`src/pkg/sdb4_map.svh`:
```
// Constants for the separate-port double-rate burst-of-four SRAM link.
// Assumes one system clock; each clock cycle carries one data beat.
// What this block does
// (RL1) Write data taken on both input edges
// (RL2) Low write select starts a write
// (RL3) Deselected write port ignores data inputs
// (RL4) Two nibble masks gate x8 data
// (RL5) Byte masks gate lanes per beat
// (RL6) Masked lane keeps stored value
// (RL7) Shared address taken on true edge
// (RL8) Address width per variant, burst location
// (RL9) Four sub-arrays, one word each
// (RL10) Address ignored when port deselected
// (RL11) Read data on output clock edges
// (RL12) Read outputs float when port deselected
// (RL13) Low read select starts a read
// (RL14) Pending read finishes, then outputs float
// (RL15) Each read returns four sequential words
// (RL16) Accesses begin on true input edge
// (RL17) Free-running echo clock on output
// (RL18) PLL off gives single-cycle latency
// (RL19) First read beat after 1.5 or 1 cycles
// (RL20) Alternate read/write slots, four write beats
`ifndef SDB4_MAP_SVH
`define SDB4_MAP_SVH
`define SDB4_DATA_W 36
`define SDB4_ADDR_W 17
`define SDB4_LANES 4
`define SDB4_LANE_W 9
`define SDB4_NIBBLE_W 4
`define SDB4_NIBBLES 2
`define SDB4_BURST 4
`define SDB4_SUB_DEPTH (1 << `SDB4_ADDR_W)
// Beats from request to first read word: 1.5 cycles with PLL, 1 cycle without.
`define SDB4_LAT_PLL_ON 2'h3
`define SDB4_LAT_PLL_OFF 2'h2
`define SDB4_PLL_OFF_MAX_MHZ 167
`define SDB4_FIFO_DEPTH 16
`define SDB4_FIFO_W (`SDB4_DATA_W + `SDB4_LANES + `SDB4_NIBBLES)
`endif

```
`src/pkg/sdb4_pkg.sv`:
```
// Types shared by both ends, and the lane decoding used by the SRAM end.
// Assumes the constant header is on the include path.
`include "sdb4_map.svh"
package sdb4_pkg;
  typedef logic [`SDB4_DATA_W-1:0] sdb4_data_t;
  // (RL8) burst location address
  typedef logic [`SDB4_ADDR_W-1:0] sdb4_addr_t;
  typedef logic [`SDB4_LANES-1:0] sdb4_bmask_t;
  typedef logic [`SDB4_NIBBLES-1:0] sdb4_nmask_t;

  // Bit enables for one beat from the active-low masks.
  function automatic sdb4_data_t sdb4_lane_enable(input sdb4_bmask_t bw_n,
                                                  input sdb4_nmask_t nw_n);
    sdb4_data_t en;
    en = '0;
    if (`SDB4_DATA_W == 8) begin
      // (RL4) nibble lane gating
      for (int i = 0; i < `SDB4_NIBBLES; i++) begin
        en[i*`SDB4_NIBBLE_W +: `SDB4_NIBBLE_W] = {`SDB4_NIBBLE_W{~nw_n[i]}};
      end
    end else begin
      // (RL5) byte lane gating
      for (int i = 0; i < `SDB4_LANES; i++) begin
        if ((i + 1) * `SDB4_LANE_W <= `SDB4_DATA_W) begin
          en[i*`SDB4_LANE_W +: `SDB4_LANE_W] = {`SDB4_LANE_W{~bw_n[i]}};
        end
      end
    end
    return en;
  endfunction : sdb4_lane_enable
endpackage : sdb4_pkg

```
`src/pkg/sdb4_if.sv`:
```
// Pin bundle between the memory controller and the SRAM.
// Assumes both ends run on the same system clock.
interface sdb4_if;
  import sdb4_pkg::*;
  logic k_clk;
  logic c_clk;
  logic single_clock_mode;
  logic pll_disable_n;
  sdb4_addr_t address;
  logic read_port_select_n;
  logic write_port_select_n;
  sdb4_data_t d;
  sdb4_bmask_t byte_write_mask_n;
  sdb4_nmask_t nibble_write_mask_n;
  sdb4_data_t q;
  logic q_oe;
  logic echo_clock_out;

  modport sram (
    input k_clk, c_clk, single_clock_mode, pll_disable_n, address,
    input read_port_select_n, write_port_select_n, d,
    input byte_write_mask_n, nibble_write_mask_n,
    output q, q_oe, echo_clock_out
  );
  modport ctrl (
    output k_clk, c_clk, single_clock_mode, pll_disable_n, address,
    output read_port_select_n, write_port_select_n, d,
    output byte_write_mask_n, nibble_write_mask_n,
    input q, q_oe, echo_clock_out
  );
endinterface : sdb4_if

```
`src/core/sdb4_ctrl.sv`:
```
// Controller end: write data FIFO, command slots and read capture.
// Assumes the SRAM samples on the same clock and k_clk marks true edges.
`include "sdb4_map.svh"
module sdb4_fifo #(
  parameter int WIDTH = `SDB4_FIFO_W,
  parameter int DEPTH = `SDB4_FIFO_DEPTH
) (
  input wire logic mclk,
  input wire logic reset_n,
  input wire logic in_valid,
  output logic in_ready,
  input wire logic [WIDTH-1:0] in_data,
  output logic out_valid,
  input wire logic out_ready,
  output logic [WIDTH-1:0] out_data,
  output logic [$clog2(DEPTH):0] count
);
  logic [WIDTH-1:0] store [DEPTH];
  logic [$clog2(DEPTH)-1:0] wr_ptr;
  logic [$clog2(DEPTH)-1:0] rd_ptr;
  wire logic push = in_valid && in_ready;
  wire logic pop = out_valid && out_ready;
  wire logic [$clog2(DEPTH):0] next_count = count + {{$clog2(DEPTH){1'b0}}, push}
                                            - {{$clog2(DEPTH){1'b0}}, pop};

  assign out_data = store[rd_ptr];

  // Pointer advance shared by both ends of the queue.
  function automatic logic [$clog2(DEPTH)-1:0] bump(input logic [$clog2(DEPTH)-1:0] ptr,
                                                   input logic en);
    return en ? ptr + {{($clog2(DEPTH)-1){1'b0}}, 1'b1} : ptr;
  endfunction : bump

  always_ff @(posedge mclk) begin
    if (push) begin
      store[wr_ptr] <= in_data;
    end
  end

  always_ff @(posedge mclk) begin
    if (!reset_n) begin
      wr_ptr <= '0;
      rd_ptr <= '0;
      count <= '0;
      in_ready <= 1'b0;
      out_valid <= 1'b0;
    end else begin
      wr_ptr <= bump(wr_ptr, push);
      rd_ptr <= bump(rd_ptr, pop);
      count <= next_count;
      in_ready <= next_count < DEPTH[$clog2(DEPTH):0];
      out_valid <= next_count != '0;
    end
  end
endmodule : sdb4_fifo

module sdb4_ctrl
  import sdb4_pkg::*;
(
  input wire logic mclk,
  input wire logic reset_n,
  input wire logic pll_off_req,
  input wire logic single_clock_req,
  input wire logic cmd_valid,
  input wire logic cmd_write,
  input wire sdb4_addr_t cmd_addr,
  output logic cmd_ready,
  input wire logic wdata_valid,
  input wire sdb4_data_t wdata,
  input wire sdb4_bmask_t wdata_byte_mask_n,
  input wire sdb4_nmask_t wdata_nibble_mask_n,
  output logic wdata_ready,
  output logic rdata_valid,
  output sdb4_data_t rdata,
  sdb4_if.ctrl lk
);
  logic k_clk;
  logic rd_slot;
  logic held;
  logic held_write;
  sdb4_addr_t held_addr;
  logic wr_active;
  logic [1:0] wr_beat;
  logic rps_n;
  logic wps_n;
  sdb4_addr_t addr;
  logic pll_n;
  logic single;
  logic fifo_pop;
  logic [`SDB4_FIFO_W-1:0] fifo_word;
  logic [$clog2(`SDB4_FIFO_DEPTH):0] fifo_count;
  logic fifo_out_valid;

  sdb4_fifo #(.WIDTH(`SDB4_FIFO_W), .DEPTH(`SDB4_FIFO_DEPTH)) u_wfifo (
    .mclk(mclk),
    .reset_n(reset_n),
    .in_valid(wdata_valid),
    .in_ready(wdata_ready),
    .in_data({wdata_nibble_mask_n, wdata_byte_mask_n, wdata}),
    .out_valid(fifo_out_valid),
    .out_ready(fifo_pop),
    .out_data(fifo_word),
    .count(fifo_count)
  );

  // Next cycle carries the true edge; slots alternate between reads and writes.
  wire logic next_true = !k_clk;
  // (RL20) alternating slots, write waits for four beats
  wire logic fire_rd = next_true && rd_slot && held && !held_write;
  wire logic fire_wr = next_true && !rd_slot && held && held_write && !wr_active
                       && fifo_count >= ($clog2(`SDB4_FIFO_DEPTH) + 1)'(`SDB4_BURST);
  wire logic beat_out = fire_wr || wr_active;
  assign fifo_pop = beat_out;
  wire logic next_rd_slot = next_true ? !rd_slot : rd_slot;
  wire sdb4_addr_t next_addr = (fire_rd || fire_wr) ? held_addr : addr;

  // Clock phase, slot parity and mode pins run freely once out of reset.
  always_ff @(posedge mclk) begin
    if (!reset_n) begin
      k_clk <= 1'b0;
      rd_slot <= 1'b0;
      pll_n <= 1'b1;
      single <= 1'b0;
    end else begin
      k_clk <= next_true;
      rd_slot <= next_rd_slot;
      pll_n <= !pll_off_req;
      single <= single_clock_req;
    end
  end

  always_ff @(posedge mclk) begin
    if (!reset_n) begin
      held <= 1'b0;
      held_write <= 1'b0;
      held_addr <= '0;
      cmd_ready <= 1'b0;
    end else if (cmd_valid && cmd_ready) begin
      held <= 1'b1;
      held_write <= cmd_write;
      held_addr <= cmd_addr;
      cmd_ready <= 1'b0;
    end else if (fire_rd || fire_wr) begin
      held <= 1'b0;
      cmd_ready <= 1'b1;
    end else begin
      cmd_ready <= !held;
    end
  end

  // (RL7) address and selects on the true edge
  always_ff @(posedge mclk) begin
    if (!reset_n) begin
      rps_n <= 1'b1;
      wps_n <= 1'b1;
      addr <= '0;
    end else begin
      rps_n <= !fire_rd;
      wps_n <= !fire_wr;
      addr <= next_addr;
    end
  end

  always_ff @(posedge mclk) begin
    if (!reset_n) begin
      wr_active <= 1'b0;
      wr_beat <= 2'h0;
    end else begin
      wr_active <= fire_wr || (wr_active && wr_beat != 2'h3);
      wr_beat <= beat_out ? wr_beat + 2'h1 : 2'h0;
    end
  end

  // (RL1) one data beat per edge with its masks
  sdb4_data_t d;
  sdb4_bmask_t bw_n;
  sdb4_nmask_t nw_n;
  always_ff @(posedge mclk) begin
    if (!reset_n) begin
      d <= '0;
      bw_n <= '1;
      nw_n <= '1;
    end else begin
      d <= beat_out ? fifo_word[`SDB4_DATA_W-1:0] : '0;
      bw_n <= beat_out ? fifo_word[`SDB4_DATA_W +: `SDB4_LANES] : '1;
      nw_n <= beat_out ? fifo_word[`SDB4_DATA_W+`SDB4_LANES +: `SDB4_NIBBLES] : '1;
    end
  end

  // (RL19) read words taken whenever the SRAM drives them
  always_ff @(posedge mclk) begin
    if (!reset_n) begin
      rdata_valid <= 1'b0;
      rdata <= '0;
    end else begin
      rdata_valid <= lk.q_oe;
      rdata <= lk.q_oe ? lk.q : '0;
    end
  end

  assign lk.k_clk = k_clk;
  assign lk.c_clk = k_clk;
  assign lk.single_clock_mode = single;
  assign lk.pll_disable_n = pll_n;
  assign lk.address = addr;
  assign lk.read_port_select_n = rps_n;
  assign lk.write_port_select_n = wps_n;
  assign lk.d = d;
  assign lk.byte_write_mask_n = bw_n;
  assign lk.nibble_write_mask_n = nw_n;
endmodule : sdb4_ctrl

```
`src/flat_wrapper.sv`:
```
// flat-port wrapper written by rule: the top's interface ports become plain ports
module sdb4_ctrl_flat import sdb4_pkg::*;
  (mclk, reset_n, pll_off_req, single_clock_req, cmd_valid, cmd_write, cmd_addr, cmd_ready, wdata_valid, wdata, wdata_byte_mask_n, wdata_nibble_mask_n, wdata_ready, rdata_valid, rdata, lk_k_clk, lk_c_clk, lk_single_clock_mode, lk_pll_disable_n, lk_address, lk_read_port_select_n, lk_write_port_select_n, lk_d, lk_byte_write_mask_n, lk_nibble_write_mask_n, lk_q, lk_q_oe, lk_echo_clock_out);
  sdb4_if lk_i ();
  input wire logic mclk;
  input wire logic reset_n;
  input wire logic pll_off_req;
  input wire logic single_clock_req;
  input wire logic cmd_valid;
  input wire logic cmd_write;
  input wire sdb4_addr_t cmd_addr;
  output logic cmd_ready;
  input wire logic wdata_valid;
  input wire sdb4_data_t wdata;
  input wire sdb4_bmask_t wdata_byte_mask_n;
  input wire sdb4_nmask_t wdata_nibble_mask_n;
  output logic wdata_ready;
  output logic rdata_valid;
  output sdb4_data_t rdata;
  output wire logic [$bits(lk_i.k_clk)-1:0] lk_k_clk;
  output wire logic [$bits(lk_i.c_clk)-1:0] lk_c_clk;
  output wire logic [$bits(lk_i.single_clock_mode)-1:0] lk_single_clock_mode;
  output wire logic [$bits(lk_i.pll_disable_n)-1:0] lk_pll_disable_n;
  output wire logic [$bits(lk_i.address)-1:0] lk_address;
  output wire logic [$bits(lk_i.read_port_select_n)-1:0] lk_read_port_select_n;
  output wire logic [$bits(lk_i.write_port_select_n)-1:0] lk_write_port_select_n;
  output wire logic [$bits(lk_i.d)-1:0] lk_d;
  output wire logic [$bits(lk_i.byte_write_mask_n)-1:0] lk_byte_write_mask_n;
  output wire logic [$bits(lk_i.nibble_write_mask_n)-1:0] lk_nibble_write_mask_n;
  input wire logic [$bits(lk_i.q)-1:0] lk_q;
  input wire logic [$bits(lk_i.q_oe)-1:0] lk_q_oe;
  input wire logic [$bits(lk_i.echo_clock_out)-1:0] lk_echo_clock_out;
  assign lk_k_clk = lk_i.k_clk;
  assign lk_c_clk = lk_i.c_clk;
  assign lk_single_clock_mode = lk_i.single_clock_mode;
  assign lk_pll_disable_n = lk_i.pll_disable_n;
  assign lk_address = lk_i.address;
  assign lk_read_port_select_n = lk_i.read_port_select_n;
  assign lk_write_port_select_n = lk_i.write_port_select_n;
  assign lk_d = lk_i.d;
  assign lk_byte_write_mask_n = lk_i.byte_write_mask_n;
  assign lk_nibble_write_mask_n = lk_i.nibble_write_mask_n;
  assign lk_i.q = lk_q;
  assign lk_i.q_oe = lk_q_oe;
  assign lk_i.echo_clock_out = lk_echo_clock_out;
  sdb4_ctrl u_core (.mclk(mclk), .reset_n(reset_n), .pll_off_req(pll_off_req), .single_clock_req(single_clock_req), .cmd_valid(cmd_valid), .cmd_write(cmd_write), .cmd_addr(cmd_addr), .cmd_ready(cmd_ready), .wdata_valid(wdata_valid), .wdata(wdata), .wdata_byte_mask_n(wdata_byte_mask_n), .wdata_nibble_mask_n(wdata_nibble_mask_n), .wdata_ready(wdata_ready), .rdata_valid(rdata_valid), .rdata(rdata), .lk(lk_i));
endmodule
```
`config.mk`:
```
export PLATFORM = sky130hd
export DESIGN_NAME = sdb4_ctrl_flat
export DESIGN_NICKNAME = d
export VERILOG_FILES = /design/src/pkg/sdb4_pkg.sv /design/src/pkg/sdb4_if.sv /design/src/core/sdb4_ctrl.sv /design/src/flat_wrapper.sv
export VERILOG_INCLUDE_DIRS = /design/src /design/src/pkg
export SDC_FILE = /design/constraint.sdc
export NUM_CORES = 1
export LEC_CHECK = 0
export BUFFER_PORTS_ARGS = -buffer_cell sky130_fd_sc_hd__buf_2
export CORE_MARGIN = 8
export CORE_UTILIZATION = 35
export CTS_CLUSTER_SIZE = 40
export DETAILED_ROUTE_END_ITERATION = 7
export PLACE_DENSITY = 0.56
export RECOVER_POWER = 50
export SLEW_MARGIN = 10
export SYNTH_ARGS = -nofsm -noshare
export SYNTH_HDL_FRONTEND = slang
export SYNTH_SLANG_ARGS = --single-unit
```
`constraint.sdc`:
```
create_clock -name mclk -period 6 [get_ports mclk]
set_input_delay 1.2 -clock mclk [delete_from_list [all_inputs] [get_ports mclk]]
set_output_delay 1.2 -clock mclk [all_outputs]
set_load 0.05 [all_outputs]
```
# After elaboration in Yosys (flattened, before gate mapping)
# Memory sizes are Yosys's and may differ from the RTL's. A register that Yosys moved wholly into a read port is not among the register bits.
# Cells that the tools add are included.
# W data, S select, Z words.
# classes
addsub,5
eq_ne,1
n_bitwise,1
order_cmp,2
n_mux,5
n_reduce_logical,29
# ops
op,count
$logic_and A1 B1 Y1,12
$logic_not A1 Y1,9
$add A4 B1 Y4 const B,2
$add A5 B1 Y5,1
$ge A5 B3 Y1 const B,1
$lt A5 B5 Y1 const B,1
$mux W1,5
$reduce_bool A5 Y1,1
$sub A5 B1 Y5,1
$reduce_and A2 Y1,2
$logic_or A1 B1 Y1,3
$add A2 B1 Y2 const B,1
$ne A2 B2 Y1 const B,1
$reduce_bool A2 Y1,1
$reduce_or A2 Y1,1
$not A1 Y1,1
# word_totals
input_bits,104
wordCells,64
ramBits,672
regBits,98
output_inout_bits,104
mem_count,1
# memory_table
memory,depth,width,read_ports,rd_clocked_by_memory_dff,write_ports,line_no,source
u_core.u_wfifo.store,16,42,1,1,1,sdb4_ctrl.sv:18,logic [WIDTH-1:0] store [DEPTH];

# Depth between registers and ports, before layout
# Gate-level depths: netlist of the first run.
# depth
ltp_word,10
ltp_mapped,13
depth_no_buf,13

# Hierarchy
# A second synthesis of the first run with hierarchy kept.
# unflattened
hier_cells,1573
hier_area_um2,30390.4
# modules_own_cells
module,n_inst,area_each_um2,cells_per_inst
sdb4_fifo,1,26015.0,1141
sdb4_ctrl,1,4375.4,432

# Worst setup path before layout of the first run
# No wires, ideal clock.
# synth_timing
kind,input-to-reg
start,in wdata_valid
end,"mem u_core.u_wfifo.store[3][0] in the netlist's numbering, enable pin"
required_time_ns,5.507
t_arrival_ns,4.603
stages,4
setup_ns,0.493
slack_ns,0.903
path_cell_list,and2_1 -> clkbuf_1 -> nand2_1 -> nor3_1
# synth_via
elab_chain_cells,3
# synth_lines
item,line_no,source
"start, declared",flat_wrapper.sv:13,input wire logic wdata_valid;
$logic_and A1 B1 Y1,sdb4_ctrl.sv:21,wire logic push = in_valid && in_ready;
$mux W1,sdb4_ctrl.sv:35,if (push) begin
$mux W1 (implied by the code),sdb4_ctrl.sv:36,store[wr_ptr] <= in_data;
"end, declared",sdb4_ctrl.sv:18,
# No other way between the ends.

==> results of run 1 <==
==> cells by family after synthesis <==
family	count (synthesis)	synth area share [%]
AOI/OAI and AO/OA	189	4.09
xor gates and xnor gates	7	0.207
adders and majority gates	13	0.576
buffers and inverters	99	1.66
DFF	812	77.7
muxes	171	12.9
and+or+nand+nor	163	2.82
==> state kept, by name (all words and copies together), names as in the netlist, 2 cells and up <==
| signal | flops |
|---|---|
| u_core.held_addr | 17 |
| u_core.lk.address | 17 |
| u_core.lk.byte_write_mask_n | 4 |
| u_core.lk.d | 36 |
| u_core.lk.nibble_write_mask_n | 2 |
| u_core.rdata | 36 |
| u_core.u_wfifo.count | 5 |
| u_core.u_wfifo.rd_ptr | 4 |
| u_core.u_wfifo.store | 672 |
| u_core.u_wfifo.wr_ptr | 4 |
| u_core.wr_beat | 2 |
==> critical path: cells and delay by family <==
family	cells	cell delay, ps
AOI/OAI and AO/OA	2	640
buffers and inverters	3	2520
==> area by class of cell <==
cell class,instances,area share [%]
flip-flops and latches,812,66.2
multi-input cells,543,17.9
clock buffers,128,7.13
well taps,1134,4.08
repair buffers,238,3.54
clock inverters,32,1.06
inverters,12,0.130
diodes,2,0.0144
==> metrics by stage <==
stage          std cells  hold WS, ps  setup slack [ps]  instance area [sq um]
2_1_floorplan       1454          399               903                  29600
5_1_grt             2900          449              1780                  34700
6_report            2901          424              2140                  34800
3_3_place_gp        2739          407              2250                  32000
3_5_place_dp        2739          420              2200                  32000
4_1_cts             2899          428              2510                  34800
==> final timing paths <==
| path | endpoint | cells past startpoint | start |
|---|---|---|---|
| min | u_core.wr_beat[0] | 1 | u_core.wr_beat[0] |
| max reg2reg | u_core.u_wfifo.out_valid | 12 | u_core.u_wfifo.count[2] |
| min reg2reg | u_core.wr_beat[0] | 1 | u_core.wr_beat[0] |
| max | u_core.u_wfifo.rd_ptr[3] | 5 | reset_n |
==> power by group <==
part	internal (uW)	total [uW]	leakage [uW]	switching (uW)
combinational	181	569	0.00271	388
clock	3100	5250	0.00139	2160
sequential	6220	6260	0.00719	40.9
==> metal layers <==
metal  wire, um  vias to the layer above  GRT usage [%]  share of wire, %
li1           -                     6418              -                 -
met1      28200                     7651           17.5                42
met2      32700                      397           23.7                49
met3       4600                      113           3.69               6.9
met4       1390                       10           3.99               2.1
met5         73                        -              0              0.11
==> cells in the final DEF (no fill, tap or decap), types with 5 or more instances in the layout <==
| master | count |
|---|---|
| buf_2 | 162 |
| clkbuf_16 | 87 |
| ha_1 | 12 |
| o21ai_1 | 9 |
| a21oi_1 | 76 |
| mux4_2 | 168 |
| and3_1 | 38 |
| xor2_1 | 5 |
| o21ai_0 | 9 |
| inv_1 | 11 |
| dfxtp_1 | 138 |
| clkbuf_1 | 72 |
| bufinv_16 | 5 |
| clkinv_2 | 10 |
| nand2_1 | 52 |
| edfxtp_1 | 672 |
| and2_1 | 9 |
| a22oi_1 | 84 |
| clkbuf_8 | 14 |
| clkinv_1 | 6 |
| nor2_1 | 8 |
| buf_4 | 27 |
| nor2_4 | 13 |
| nand3_1 | 24 |
==> cells in the mapped netlist, types with 12 or more instances <==
library cell,instances
clkbuf_1,48
and3_1,38
ha_1,12
a21oi_1,76
a22oi_1,84
nand3_1,24
nor2_1,21
buf_2,25
nand2_1,52
mux4_2,168
dfxtp_1,140
edfxtp_1,672
==> results.cfg, run 1 <==
[clock_tree]
cts_hold_buf = 0
post_cts_resized = 0
clock-sinks = 812
cts-root-buf = clkbuf_16
clk_pin_slew_ps = 60
cts_buffers = 85
clk_path_buf_depth = 3
cts_setup_buffers = 0
clkLatencyLatePin_ps = 640
htreeDepth = 3
tritoncts = done

[floorplan]
die_w_um = 307
die-area_sq_um = 94000
io_pins = 208
start_util_pct = 35.3
num_rows = 106
die_h_um = 307
fp.coreArea_sq_um = 83700

[timing]
post-route-min-period_ps = 3860
tightest_slew_ps = 2130
finalMaxSlewViolations = 105
worst_slew_margin_rel_pct = -41.9
fmax_ghz = 0.259
hold_viol = 0
setup_viol = 0
skew_ps = 38.1
rsz0062_at_grt = false
min_period_over_period_pct = 64.3
setup_tns_ps = 0

[run_status]
violations = max-capacitance violations, max-slew violations
outcome = finished with violations

[finish]
regArea_sq_um = 23000
multiInputGateArea_sq_um = 6220
utilization_pct = 41.5
fin_nets = 1809
syn_to_final_growth_pct = 17.6
n_fill_cell = 7358
drive_above_1_share_pct = 29.1

[logic_synthesis]
seq_area_frac_synth_pct = 77.7
ys_types = 43
syn_avg_cell_area_sq_um = 20.3
syn_area_sq_um = 29600
ys_warn_count = 0
synthCells = 1454
yosys_most_used_dff = edfxtp_1
ys_ff_latch = 812
synth_fp_nets = 1571
synth-async-reset-ratio_pct = 0
synth_area_leaders = edfxtp_1, mux4_2, dfxtp_1, a22oi_1, a21oi_1
yosysTopAreaCellShare_pct = 68.3
synth_edf_count = 672
yosys.area.top_type = edfxtp_1

[placement]
port_buffers = 206
gp_congestion = 0.760
hpwl_um = 35900

[route]
wl_per_cell_um = 23.1
drc_errors = 0
viasPerCell = 5.03
ant_nets = 0
first_pass_iters = 5
wl_um = 67000
drt_iter0_markers = 1142
vias = 14600

[setup_path]
cp-end-kind = flop
start_kind = primary input
cp_max_fo = 59
worstPathArrival_ps = 4370
r2r_slack_ps = 2530
cpPeakStageDelay_ps = 1490
path_cells = clkbuf_1, clkinv_1, clkbuf_1, a211o_1, o311ai_0
cp.required_ps = 6510
path_class = in -> reg
critPathSlowestCell = clkbuf_1
cp_common_cell = clkbuf_1

[grt]
grt_usage_pct = 13.9
grt_overflow = 0
grt_max_degree = 105
antenna_found_initial = 7
grt_pass1_wl_um = 99500
grt_pass1_vias = 15500

[power]
total_power_uw = 12100
max-vdd-ir-drop_uv = 199
powerDensity_nw_per_um2 = 348
p_leak_uw = 0.0113

[run]
max_cap_violations = 2

[worst_hold_path]
worst_hold_path_type = reg -> reg
Power figures use the tool's default switching activity.
==> inputs of run 2 (changes only) <==
- ABC_AREA: default -> 1
- clock period: 6 -> 4 ns (I/O delays scaled with it)
==> run 2 against run 1 <==
  * The run still ends with max-capacitance violations, max-slew violations left
  * Worst setup slack got worse by 1100 ps
  * Non-clock buffer count is 13 higher
  * Sequential share of layout area decreased by 6.4 points
  * Sequential cell count stayed put
  * Clock power is 57% higher
  * Utilization decreased by 0.76 points
  * Global-route usage up 1.2 points
  * Total power grew 54%
  * Critical path depth did not move
  * Final cell count up 64%
  * Sequential power up 50%
  * Critical endpoint is now u_core.rdata[21]
==> results.cfg, run 2 <==
[run_status]
outcome = finished with violations
violations = max-capacitance violations, max-slew violations

[floorplan]
num_rows = 113
fp.coreArea_sq_um = 94400
io_pins = 208
die_h_um = 324
start_util_pct = 35.1
die_w_um = 324
die-area_sq_um = 105000

[clock_tree]
clk_path_buf_depth = 3
cts_buffers = 86
clk_pin_slew_ps = 60
clock-sinks = 812
tritoncts = done
htreeDepth = 3
cts_setup_buffers = 0
cts_hold_buf = 0
clkLatencyLatePin_ps = 650
cts-root-buf = clkbuf_16
post_cts_resized = 0

[logic_synthesis]
ys_warn_count = 0
syn_avg_cell_area_sq_um = 10.3
yosysTopAreaCellShare_pct = 60.9
synth_edf_count = 672
synth.most_common_cell = nand2_1
syn_area_sq_um = 33200
yosys.area.top_type = edfxtp_1
synth-async-reset-ratio_pct = 0
yosys-top-cells-count = nand2_1, edfxtp_1, inv_1
synthCells = 3227
seq_area_frac_synth_pct = 69.3
ys_types = 30
synth_fp_nets = 3344
synth_area_leaders = edfxtp_1, nand2_1, dfxtp_1, nand3_1, inv_1
yosys_most_used_dff = edfxtp_1
ys_ff_latch = 812

[finish]
top_regs = u_core.u_wfifo.store: 672 flops, u_core.lk.d: 36 flops, u_core.rdata: 36 flops
syn_to_final_growth_pct = 16.1
n_fill_cell = 9102
regMostFlops = u_core.u_wfifo.store
largest_reg_flops = 672
drive_above_1_share_pct = 10.6
fin_nets = 3523
layout_common_cells = nand2_1, edfxtp_1, inv_1
utilization_pct = 40.8
final_common_cell = nand2_1
instances_no_fill = 4746

[setup_path]
start_kind = primary input
r2r_slack_ps = 1210
path_class = in -> reg
r2r_start = u_core.u_wfifo.in_ready
cp-startpoint = reset_n
cp-end-kind = flop
cp.required_ps = 4530
reg2reg_depth = 5
crit_end = u_core.rdata[21]
r2r-end = u_core.u_wfifo.store[3][32]
cp_max_fo = 53
worstPathArrival_ps = 3490

[placement]
hpwl_um = 41700
port_buffers = 206
dpl.cell_count = 4583
gp_congestion = 0.726
place_worst_setup_slack_ps = 1110

[timing]
setup_viol = 0
hold_viol = 0
tightest_slew_ps = 2080
min_period_over_period_pct = 73.8
setup_tns_ps = 0
skew_ps = 19.3
finalMaxSlewViolations = 178
post-route-min-period_ps = 2950
worst_slew_margin_rel_pct = -39.0
setup_ws_ps = 1050
rsz0062_at_grt = false
fmax_ghz = 0.339

[worst_hold_path]
worst_hold_path_type = in -> reg
min_path_cells = 2

[power]
powerDensity_nw_per_um2 = 482
max-vdd-ir-drop_uv = 317
total_power_uw = 18600
p_leak_uw = 0.0162

[route]
wl_per_cell_um = 16.9
drt_iter0_markers = 1158
wl_um = 80100
ant_nets = 0
vias = 21500
viasPerCell = 4.53
first_pass_iters = 5
drc_errors = 0

[grt]
grt_pass1_vias = 21300
grt_max_degree = 173
grt_pass1_wl_um = 123000
antenna_found_initial = 9
grt_usage_pct = 15.1
grt_overflow = 0

[run]
max_cap_violations = 4
-- run 2: logic make-up (layout without fill, tap and decap cells) --
family | Yosys count | after routing | synth area share [%]
buf+inv | 735 | 984 | 8.95
flops | 812 | 812 | 69.3
simple gates | 1577 | 1577 | 19.8
fa+ha+maj | 13 | 13 | 0.513
compound gates | 89 | 89 | 1.40
xor+xnor | 1 | 1 | 0.0264
other cells | 0 | 5 | 0
-- run 2: metrics by stage --
| stage | area, sq um | hold slack (ps) |
|---|---|---|
| 2_1_floorplan | 33200 | 399 |
| 3_3_place_gp | 35600 | 414 |
| 3_5_place_dp | 35600 | 417 |
| 4_1_cts | 38600 | 277 |
| 5_1_grt | 38500 | 306 |
| 6_report | 38500 | 323 |
-- run 2: worst max-delay path: stages --
cell and delay (ps):
buf_2 90, clkbuf_1 1490, nand2_1 90, clkbuf_1 680
nor2_1 320
-- run 2: where the power goes --
part	switching, uW	total, uW	internal [uW]
registers	69.0	9410	9340
clock network	3300	8220	4930
logic	663	936	273
total	4030	18600	14500
-- run 2: per-layer routing --
layer / global-route usage [%] / part of all wire [%] / vias up
met1: 18.8 / 43 / 10200
met3: 3.57 / 6.3 / 134
met2: 25.9 / 48 / 490
met5: 0 / 0.069 / -
met4: 4.72 / 2.4 / 8
li1: - / - / 10700
-- run 2: area by class of cell --
class	count	area, sq um	area share (%)
clock buffers	132	2620	6.80
flip-flops and latches	812	23000	59.7
clock inverters	26	358	0.930
multi-input cells	1680	7310	19.0
repair buffers	251	1450	3.76
inverters	575	2170	5.65
diodes	5	12.5	0.0325
well taps	1265	1580	4.11
-- run 2: how the worst min path moves through the flow --
stage / startpoint / endpoint
after global placement: u_core.wr_beat[0] / u_core.wr_beat[0]
after floorplan: u_core.wr_beat[0] / u_core.wr_beat[0]
final: pll_off_req / u_core.lk.pll_disable_n
after global routing: pll_off_req / u_core.lk.pll_disable_n
after detailed placement: u_core.wr_beat[0] / u_core.wr_beat[0]
after CTS: pll_off_req / u_core.lk.pll_disable_n
==> inputs of run 3 (changes only) <==
- PLACE_DENSITY: 0.56 -> 0.58
- clock period: 4 -> 2.5 ns (I/O delays scaled with it)
==> run 3 against run 2 <==
  * The run now ends clean
  * Die area is the same
  * Non-clock buffer count grew 13
  * Clock power grew 57%
  * Register-to-register slack lost 1000 ps
  * Largest power group unchanged
  * Highest routed layer unchanged
==> results.cfg, run 3 (synthesis results as in run 2) <==
[power]
p_int_uw = 23100
p_comb_share_pct = 5.5
p_leak_uw = 0.0164
total_power_uw = 29600
p_sw_uw = 6500
pwr-share-clk_pct = 43.7
sw_frac_of_total_pct = 22.0
powerDensity_nw_per_um2 = 762
p_seq_share_pct = 50.8
max-vdd-ir-drop_uv = 474

[worst_hold_path]
min_path_cells = 3
worst_hold_path_type = in -> reg
hold_end = u_core.rdata[28]
hp-start = lk_q[28]

[setup_path]
r2r_slack_ps = 190
r2r_start = u_core.u_wfifo.count[3]
cp_num_buf_inv = 3
cpPeakStageDelay_ps = 430
worstPathArrival_ps = 2840
critPathSlowestCell = fa_1
reg2reg_depth = 16
cp.required_ps = 3030
start_kind = flop
path_cells = inv_2, ha_4, inv_2, nor2_2, nand2_1, nand2_2, nand2_2, a21boi_2, ha_1, inv_1, ha_2, fa_1, nor2_1, nand2_1, nand2_1, nand3_1
crit_family = adder cells
cp_common_cell = nand2_1
cp-end-kind = flop
path_class = reg -> reg
r2r-end = u_core.u_wfifo.out_valid
cp_max_fo = 2

[clock_tree]
clock-sinks = 812
clk_path_buf_depth = 3
tritoncts = done
cts_buffers = 88
htreeDepth = 3
clkLatencyLatePin_ps = 650
cts-root-buf = clkbuf_16
clk_pin_slew_ps = 60

[floorplan]
start_util_pct = 35.1
die_h_um = 324
num_rows = 113
die-area_sq_um = 105000
die_w_um = 324
io_pins = 208
fp.coreArea_sq_um = 94400

[timing]
tightest_slew_ps = 988
skew_ps = 27.8
setup_ws_ps = 191
min_period_over_period_pct = 92.3
hold_viol = 0
finalMaxSlewViolations = 0
post-route-min-period_ps = 2310
fmax_ghz = 0.433
worst_slew_margin_rel_pct = 34.2
rsz0062_at_grt = true
setup_viol = 0
setup_tns_ps = 0

[finish]
final_common_cell = nand2_1
n_fill_cell = 8974
regMostFlops = u_core.u_wfifo.store
top_regs = u_core.u_wfifo.store: 672 flops, u_core.lk.d: 36 flops, u_core.rdata: 36 flops
layout_common_cells = nand2_1, edfxtp_1, inv_1
syn_to_final_growth_pct = 17.2
drive_above_1_share_pct = 11.2
fin_nets = 3538
largest_reg_flops = 672
utilization_pct = 41.1
multiInputGateArea_sq_um = 7350
instances_no_fill = 4762
regArea_sq_um = 23000

[placement]
gp_congestion = 0.745
hpwl_um = 41600
place_worst_setup_slack_ps = 46.3
dpl.cell_count = 4593
port_buffers = 206

[grt]
antenna_found_initial = 7
grt_pass1_vias = 21400
grt_usage_pct = 14.8
grt_max_degree = 155
grt_pass1_wl_um = 122000
grt_overflow = 0

[route]
vias = 21600
viasPerCell = 4.54
drc_errors = 0
wl_per_cell_um = 16.6
first_pass_iters = 5
ant_nets = 0
wl_um = 79100
drt_iter0_markers = 1409

[run_status]
outcome = finished clean

[run]
max_cap_violations = 0
## run 3: layout make-up
cell class | count | share of cell area [%]
Timing Repair Buffer | 264 | 4.73
Clock buffer | 110 | 6.15
Multi-Input combinational cell | 1680 | 18.9
Clock inverter | 53 | 1.33
Antenna cell | 3 | 0.0193
Inverter | 575 | 5.59
Sequential cell | 812 | 59.2
Tap cell | 1265 | 4.07
## run 3: power by group through the flow
stage	registers, uW	logic (uW)	clock network (uW)
2_1_floorplan	15500	793	0
3_3_place_gp	15300	1580	0
3_5_place_dp	15300	1600	0
4_1_cts	15000	1600	13200
5_1_grt	15100	1820	13700
6_report	15000	1620	12900
## run 3: metal layers
layer,up-vias,wire length (um),global-route usage [%]
met3,117,5090,3.54
li1,10700,-,-
met1,10200,35200,19.0
met4,6,1630,3.93
met2,577,37100,25.1
met5,-,40,0
## run 3: repair_timing
action                                 4_1_cts  5_1_grt
endpoints found under the hold margin        1        0
hold buffers                                 1        0
resized for setup                            0       11
setup endpoints to repair                    0        6
buffers inserted                             0        2
## run 3: worst reg2reg max path: cells and delay by family (launching register included)
family                   cells  cell delay (ps)
AO/OA/AOI/OAI                1              160
adder cells (fa/ha/maj)      4              990
buffers and inverters        3              160
flip-flops                   1              320
AND/OR/NAND/NOR              8              580
## run 3: worst max path at each step
stage	to	depth (start not counted)	start
3_5_place_dp	u_core.u_wfifo.out_valid	16	u_core.u_wfifo.count[3]
4_1_cts	u_core.u_wfifo.out_valid	16	u_core.u_wfifo.count[3]
3_3_place_gp	u_core.u_wfifo.out_valid	16	u_core.u_wfifo.count[3]
6_report	u_core.u_wfifo.out_valid	16	u_core.u_wfifo.count[3]
5_1_grt	u_core.u_wfifo.out_valid	16	u_core.u_wfifo.count[3]
2_1_floorplan	u_core.u_wfifo.store[0][0]	4	u_core.u_wfifo.in_ready
## run 3: metrics by stage
| step | hold WS (ps) | cell area (sq um) |
|---|---|---|
| final | 71.8 | 38900 |
| after detailed placement | 420 | 35900 |
| after global placement | 410 | 35900 |
| after CTS | 29.1 | 38900 |
| after floorplan | 399 | 33200 |
| after global routing | 50.5 | 38800 |
